## src/design/bmm_pkg.sv

```systemverilog
// Purpose: Shared constants and types for the boot mode and bus master block
// Assumes: Classic Wishbone slave, 32-bit data, byte addresses
// Notes:   Register offsets and field positions are defined here only
//
// Notes on behaviour
// - Boot source select high: boot memory select pin drives EPROM chip select.
// - Multiprocessor system: only the current bus master drives boot memory select.
// - Source select 0, boot memory select low: no boot, run from external memory.
// - Source select 0, boot memory select high: host boot using host width bit.
// - Boot memory select may float only in EPROM mode; otherwise plain input.
// - Reset gives a known state, then execution starts at the reset vector.
// - Bus master indicator high while holding the shared bus, and always with number 00.
// - Multiprocessor number 00: bus master indicator held permanently high; the code holds it low while reset is asserted.
// - Boot source select high: boot image loads from an 8-bit EPROM.
package bmm_pkg;

    localparam int          WB_AW          = 8;
    localparam int          WB_DW          = 32;
    localparam int          VEC_W          = 32;

    // Register byte offsets
    localparam logic [7:0]  CFG_OFS        = 8'h00;
    localparam logic [7:0]  STAT_OFS       = 8'h04;
    localparam logic [7:0]  VEC_OFS        = 8'h08;

    // Configuration register fields
    localparam int          CFG_HOST_W_BIT = 0;
    localparam int          CFG_CS_BIT     = 1;
    localparam int          CFG_FLOAT_BIT  = 2;
    localparam logic [2:0]  CFG_RST        = 3'h0;

    // Status register fields
    localparam int          ST_MODE_LSB    = 0;
    localparam int          ST_PHASE_LSB   = 2;
    localparam int          ST_MASTER_BIT  = 4;
    localparam int          ST_MPN_LSB     = 5;

    localparam logic [1:0]  MPN_SINGLE     = 2'h0;
    localparam logic [3:0]  EPROM_BYTE_W   = 4'h8;
    localparam logic [31:0] ZERO_WORD      = 32'h0000_0000;

    typedef enum logic [1:0] {
        BOOT_EPROM,
        BOOT_HOST,
        BOOT_NONE
    } bmm_boot_e;

    typedef enum logic [1:0] {
        PH_RESET,
        PH_START,
        PH_RUN
    } bmm_phase_e;

    typedef struct packed {
        logic             cyc;
        logic             stb;
        logic             we;
        logic [3:0]       sel;
        logic [WB_AW-1:0] adr;
        logic [WB_DW-1:0] dat;
    } bmm_wb_req_s;

    typedef struct packed {
        logic             ack;
        logic [WB_DW-1:0] dat;
    } bmm_wb_rsp_s;

    // Boot memory select pin as two signals
    typedef struct packed {
        logic sel_n;
        logic oe_n;
    } bmm_pin_out_s;

endpackage : bmm_pkg

```

## src/design/bmm_mode_decode.sv

```systemverilog
// Purpose: Decode the two boot straps into a boot mode
// Assumes: Straps are steady levels while reset is asserted
// Notes:   Pure decode; the top samples the result during reset
`timescale 1ns/1ns
`default_nettype none
module bmm_mode_decode (
    input  wire logic              src_sel,
    input  wire logic              pin_level,
    output var  bmm_pkg::bmm_boot_e mode
);

    always_comb begin
        if (src_sel) begin
            mode = bmm_pkg::BOOT_EPROM;
        end else if (pin_level) begin
            mode = bmm_pkg::BOOT_HOST;
        end else begin
            mode = bmm_pkg::BOOT_NONE;
        end
    end

endmodule : bmm_mode_decode
`default_nettype wire

```

## src/design/bmm_master_ind.sv

```systemverilog
// Purpose: Registered bus master indicator
// Assumes: Arbiter grant level is synchronous to clock
// Notes:   Number sampled by the top during reset only
`timescale 1ns/1ns
`default_nettype none
module bmm_master_ind (
    input  wire logic       clock,
    input  wire logic       rst_n,
    input  wire logic [1:0] mp_number,
    input  wire logic       holds_bus,
    output var  logic       master_r
);

    typedef struct packed {
        logic master;
    } bmm_mi_s;

    bmm_mi_s st_r;
    bmm_mi_s st_nxt;

    always_comb begin
        st_nxt = st_r;
        if (!rst_n) begin
            st_nxt.master = 1'b0;
        end else if (mp_number == bmm_pkg::MPN_SINGLE) begin
            st_nxt.master = 1'b1;
        end else begin
            st_nxt.master = holds_bus;
        end
    end

    always_ff @(posedge clock) begin
        st_r <= st_nxt;
    end

    assign master_r = st_r.master;

endmodule : bmm_master_ind
`default_nettype wire

```

## src/design/bmm_top.sv

```systemverilog
// Purpose: Boot mode selection, reset start-up and bus master indication
// Assumes: Single 10 MHz clock, synchronous active-low reset, Wishbone slave
// Notes:   Straps and multiprocessor number are frozen at reset release
//
// Register access over Wishbone and the register addresses were left to the implementer.
`timescale 1ns/1ns
`default_nettype none
module bmm_top #(
    parameter logic [31:0] RESET_VECTOR = 32'h0000_1000
) (
    input  wire logic                 clock,
    input  wire logic                 rst_n,
    // Register bus
    input  wire bmm_pkg::bmm_wb_req_s wb_req,
    output var  bmm_pkg::bmm_wb_rsp_s wb_rsp,
    // Boot straps and pin
    input  wire logic                 boot_source_select,
    input  wire logic                 boot_memory_select_i,
    output var  bmm_pkg::bmm_pin_out_s boot_memory_select_o,
    // Boot loader chip-select request
    input  wire logic                 boot_fetch_req,
    // Multiprocessing
    input  wire logic [1:0]           multiprocessor_number,
    input  wire logic                 holds_bus,
    output var  logic                 bus_master_indicator,
    // Start-up results
    output var  bmm_pkg::bmm_boot_e   boot_mode,
    output var  logic                 host_width_bit,
    output var  logic [3:0]           eprom_width,
    output var  logic                 fetch_external,
    output var  logic                 exec_start,
    output var  logic [31:0]          exec_addr
);

    typedef struct packed {
        bmm_pkg::bmm_phase_e phase;
        bmm_pkg::bmm_boot_e  mode;
        logic [1:0]          mpn;
        logic [2:0]          cfg;
        logic                ack;
        logic [31:0]         rdat;
        logic                start;
        logic [31:0]         addr;
        logic                host_w;
        logic [3:0]          ewidth;
        logic                fext;
        logic                sel_n;
        logic                oe_n;
    } bmm_top_s;

    bmm_top_s            st_r;
    bmm_top_s            st_nxt;
    bmm_pkg::bmm_boot_e  strap_mode;
    logic                master_r;
    logic                req;
    logic                wr;
    logic                eprom;
    logic                drive_ok;
    logic [31:0]         status;

    bmm_mode_decode u_decode (
        .src_sel   (boot_source_select),
        .pin_level (boot_memory_select_i),
        .mode      (strap_mode)
    );

    // Uses the frozen number so a glitch after reset cannot flip the role
    bmm_master_ind u_master (
        .clock     (clock),
        .rst_n     (rst_n),
        .mp_number (st_r.mpn),
        .holds_bus (holds_bus),
        .master_r  (master_r)
    );

    always_comb begin
        status = bmm_pkg::ZERO_WORD;
        status[bmm_pkg::ST_MODE_LSB +: 2]  = st_r.mode;
        status[bmm_pkg::ST_PHASE_LSB +: 2] = st_r.phase;
        status[bmm_pkg::ST_MASTER_BIT]     = master_r;
        status[bmm_pkg::ST_MPN_LSB +: 2]   = st_r.mpn;
    end

    assign req      = wb_req.cyc & wb_req.stb & ~st_r.ack;
    assign wr       = req & wb_req.we & wb_req.sel[0];
    assign eprom    = (st_r.mode == bmm_pkg::BOOT_EPROM);
    // Only the bus owner may drive the shared chip select
    assign drive_ok = eprom & master_r;

    always_comb begin
        st_nxt = st_r;
        if (!rst_n) begin
            // Known state; straps watched for the whole reset
            st_nxt.phase  = bmm_pkg::PH_RESET;
            st_nxt.mode   = strap_mode;
            st_nxt.mpn    = multiprocessor_number;
            st_nxt.cfg    = bmm_pkg::CFG_RST;
            st_nxt.ack    = 1'b0;
            st_nxt.rdat   = bmm_pkg::ZERO_WORD;
            st_nxt.start  = 1'b0;
            st_nxt.addr   = bmm_pkg::ZERO_WORD;
            st_nxt.host_w = 1'b0;
            st_nxt.ewidth = 4'h0;
            st_nxt.fext   = 1'b0;
            st_nxt.sel_n  = 1'b1;
            st_nxt.oe_n   = 1'b1;
        end else begin
            // Start-up sequence
            st_nxt.start = 1'b0;
            case (st_r.phase)
                bmm_pkg::PH_RESET: begin
                    st_nxt.phase = bmm_pkg::PH_START;
                    st_nxt.start = 1'b1;
                    st_nxt.addr  = RESET_VECTOR;
                end
                bmm_pkg::PH_START: begin
                    st_nxt.phase = bmm_pkg::PH_RUN;
                end
                bmm_pkg::PH_RUN: begin
                    st_nxt.phase = bmm_pkg::PH_RUN;
                end
                default: begin
                    st_nxt.phase = bmm_pkg::PH_RESET;
                end
            endcase

            // Bus slave: one wait state, ack dropped the next cycle
            st_nxt.ack  = req;
            st_nxt.rdat = bmm_pkg::ZERO_WORD;
            if (req && !wb_req.we) begin
                case (wb_req.adr)
                    bmm_pkg::CFG_OFS:  st_nxt.rdat = {29'h0, st_r.cfg};
                    bmm_pkg::STAT_OFS: st_nxt.rdat = status;
                    bmm_pkg::VEC_OFS:  st_nxt.rdat = RESET_VECTOR;
                    default:           st_nxt.rdat = bmm_pkg::ZERO_WORD;
                endcase
            end
            if (wr && wb_req.adr == bmm_pkg::CFG_OFS) begin
                st_nxt.cfg = wb_req.dat[2:0];
            end

            // Mode dependent outputs
            st_nxt.host_w = (st_r.mode == bmm_pkg::BOOT_HOST)
                          & st_r.cfg[bmm_pkg::CFG_HOST_W_BIT];
            st_nxt.ewidth = eprom ? bmm_pkg::EPROM_BYTE_W : 4'h0;
            st_nxt.fext = (st_r.mode == bmm_pkg::BOOT_NONE);

            // Chip select toward EPROM, active low
            st_nxt.sel_n = ~(drive_ok
                           & (boot_fetch_req | st_r.cfg[bmm_pkg::CFG_CS_BIT]));
            // Pin is an input except when driven in EPROM mode
            st_nxt.oe_n  = ~(drive_ok & ~st_r.cfg[bmm_pkg::CFG_FLOAT_BIT]);
        end
    end

    always_ff @(posedge clock) begin
        st_r <= st_nxt;
    end

    assign wb_rsp.ack                 = st_r.ack;
    assign wb_rsp.dat                 = st_r.rdat;
    assign boot_memory_select_o.sel_n = st_r.sel_n;
    assign boot_memory_select_o.oe_n  = st_r.oe_n;
    assign bus_master_indicator       = master_r;
    assign boot_mode                  = st_r.mode;
    assign host_width_bit             = st_r.host_w;
    assign eprom_width                = st_r.ewidth;
    assign fetch_external             = st_r.fext;
    assign exec_start                 = st_r.start;
    assign exec_addr                  = st_r.addr;

endmodule : bmm_top
`default_nettype wire

```

## config.mk

```make
export PLATFORM = sky130hd
export DESIGN_NAME = bmm_top
export DESIGN_NICKNAME = d
export VERILOG_FILES = /design/src/design/bmm_pkg.sv /design/src/design/bmm_mode_decode.sv /design/src/design/bmm_master_ind.sv /design/src/design/bmm_top.sv
export SDC_FILE = /design/constraint.sdc
export NUM_CORES = 1
export LEC_CHECK = 0
export ABC_CLOCK_PERIOD_IN_PS = 2740
export BUFFER_PORTS_ARGS = -buffer_cell sky130_fd_sc_hd__buf_2
export CAP_MARGIN = 20
export CELL_PAD_IN_SITES_DETAIL_PLACEMENT = 1
export CELL_PAD_IN_SITES_GLOBAL_PLACEMENT = 1
export CORE_UTILIZATION = 27
export DETAILED_ROUTE_END_ITERATION = 10
export PLACE_DENSITY = 0.93
export SLEW_MARGIN = 40
export SYNTH_ARGS = -nofsm -noshare
export SYNTH_HDL_FRONTEND = slang
export SYNTH_SLANG_ARGS = --single-unit
export TNS_END_PERCENT = 30
```

## constraint.sdc

```tcl
create_clock -name clock -period 2.74 [get_ports clock]
set_input_delay 0.411 -clock clock [delete_from_list [all_inputs] [get_ports clock]]
set_output_delay 0.411 -clock clock [all_outputs]
set_load 0.05 [all_outputs]
```

==> out/results.ini <==
[die]
die_x_um=75.5
core_area_um2=5170
core.rowCount=26
die_h_um=75.5
dieArea_um2=5710
initial_utilization_pct=28.2
io_pins=132

[cts]
cts_max_level=1
root_buffer=clkbuf_8
clock_latency_ns=0.26
post-cts-setup-buffers=0
cts_made_buffers=3
cts_tree=built
path_clk_slew_ns=0.08
postCtsHoldBufs=0
cts_buffer_depth=2
clock_sinks=25
ctsResizeCount=0

[placement]
gp_routability_congestion=0.707
dp_cells=244
placed_area_um2=1390
port_buffers=41
hpwl_mm=2.03

[timing]
hold_viol=0
rsz0062_at_grt=no
fin_tns_setup_ns=0
drv_slew=0
fin_skew_ns=0.00196
fin_crit_sh_pct=51.4
min_period_ns=1.41
fmax_ghz=0.710
whs_ns=0.329
setup_viol=0

[yosys]
synth_top_family_by_area=buffers and inverters
synthCells=152
synth_seq_cells=25
synthXorXnorAreaFrac_pct=0
synth-compound-area-share_pct=0.686
synth_mux_area_share_pct=4.11
synth.distinct_cells=24
ys_seq_area_share_pct=37.0
syn-cell-area_um2=1460
synthAdderAreaFrac_pct=0.857
synth_warnings=0
avgSynthCellArea_um2=9.61
synthSimpleGateAreaFrac_pct=16.2

[detailed_routing]
initialDrtViolationCount=21
wl_per_cell_um=9.52
drtAntennaViolNets=0
firstDrtPassIters=2
viasPerCell=3.37
drc=0
via_count=836
wl_mm=2.36

[grt]
antenna_found_initial=0
grt_pass1_vias=775
grt_pass1_wl_mm=3.27
grt_max_degree=14
track_usage_pct=7.68
grt_overflow=0

[worst_setup_path]
worstPathRequired_ns=2.33
crit_path_max_incr_delay_ns=0.44
critPathKind=flop to output pin
cp.arrival_ns=1.00
cpLargestDelayFamily=flip-flops
end_kind=output pin
crit_path_top_delay_cell=edfxtp_1
cp_cell_sequence=buf_2
critical_path_buf_inv_count=1
worst_setup_path_start_kind=flop
critPathMaxFanout=5

[final_layout]
diodes=0
final_cell_count_no_fill=248
final_area_um2=1440
area_delta_synth_final_pct=-1.54
num-nets-final=235
final_util_pct=27.8
drive_gt1_share_pct=27.0

[power_and_ir_drop]
p_per_area_nw_per_um2=618
ir_drop_uv=158
p_leak_nw=0.745

[job]
max_cap_viol_count=0

[hold_path]
hp-class=input pin to flop

[status]
status=complete, no violations

==> cells in the mapped netlist <==
library cell	number	share of area, %
mux2i_1	6	4.1
nor4_4	1	1.5
ha_1	1	0.86
and4_1	1	0.60
inv_1	6	1.5
dfxtp_1	21	29
and3b_1	1	0.60
buf_6	1	0.77
edfxtp_1	4	8.2
a21oi_1	1	0.34
nor3_1	8	2.7
nand2_1	7	1.8
nand4b_4	1	1.6
and2_1	3	1.3
nor2b_1	1	0.43
buf_4	75	39
nand2b_1	2	0.86
conb_1	1	0.26
nor3b_2	1	0.86
and4b_4	1	0.94
nor3b_1	2	1.0
nor2_1	5	1.3
o21ai_0	1	0.34
nor4bb_1	1	0.69
==> where the power goes <==
part | total [W] | leakage (nW) | internal (W) | switching, W
clock network | 0.000206 | 0.0228 | 0.000104 | 0.000102
registers | 0.000400 | 0.210 | 0.000390 | 0.0000101
logic | 0.000283 | 0.513 | 0.0000356 | 0.000247
total | 0.000888 | 0.745 | 0.000529 | 0.000359
==> cell type report <==
| type | count | area (µm²) |
|---|---|---|
| multi-input cells | 102 | 537 |
| clock buffers | 4 | 45.0 |
| inverters | 6 | 22.5 |
| well taps | 70 | 87.6 |
| fillers | 653 | 3730 |
| repair buffers | 41 | 205 |
| flip-flops and latches | 25 | 541 |
==> kinds of logic after synthesis <==
kind of cell    count (synthesis)
mux                             6
other cells                     1
buf+inv                        82
compound gates                  2
flops                          25
fa+ha+maj                       1
simple gates                   35
==> sequential cells by signal, summed over array words and instances (netlist names) <==
signal / cells
boot_memory_select_o: 2
boot_mode: 2
eprom_width: 1
exec_addr: 1
exec_start: 1
fetch_external: 1
host_width_bit: 1
st_r: 6
u_master.master_r: 1
wb_rsp: 9
==> layer usage <==
layer | wire (µm) | vias up | GRT usage, % | part of all wire (%)
met2 | 1410 | 47 | 16.8 | 60
li1 | - | 403 | - | -
met1 | 730 | 382 | 6.08 | 31
met4 | 46 | 0 | 4.73 | 1.9
met5 | 0 | - | 0 | 0
met3 | 176 | 4 | 1.19 | 7.5
==> final timing paths <==
path	slack (ns)	from	to	depth (start not counted)
setup / recovery	1.33	boot_mode[0]$_SDFFCE_PP0N_	boot_mode[0]	1
setup reg to reg	1.57	wb_rsp[32]$_SDFF_PN0_	wb_rsp[0]$_SDFF_PN0_	3
hold reg to reg	0.46	u_master.master_r$_SDFF_PN0_	wb_rsp[4]$_SDFF_PN0_	2
hold / removal	0.33	multiprocessor_number[1]	st_r[78]$_DFFE_PN_	1
==> metrics by stage <==
stage	worst slack, ns	total power, W
after floorplan	1.45	0.000726
after global placement	1.29	0.000686
after detailed placement	1.24	0.000690
after CTS	1.32	0.000896
after global routing	1.27	0.000933
final	1.33	0.000888
==> cell usage in the layout, fill, tap and decap left out, drive strengths merged <==
cell,instances
mux2i,6
nand4b,1
dfxtp,21
inv,6
ha,1
nand2,7
nor3b,3
and3b,1
and2,3
and4b,1
nor3,8
edfxtp,4
clkbuf,4
nand2b,2
conb,58
nor4,1
o21ai,1
a21oi,1
nor2,5
nor2b,1
buf,41
nor4bb,1
and4,1
==> worst reg2reg max path, delay by kind of cell, from the launching register on <==
family	cells	cell delay (ns)
DFF	1	0.32
and+or+nand+nor	3	0.76
(Power assumes the default switching activity.)
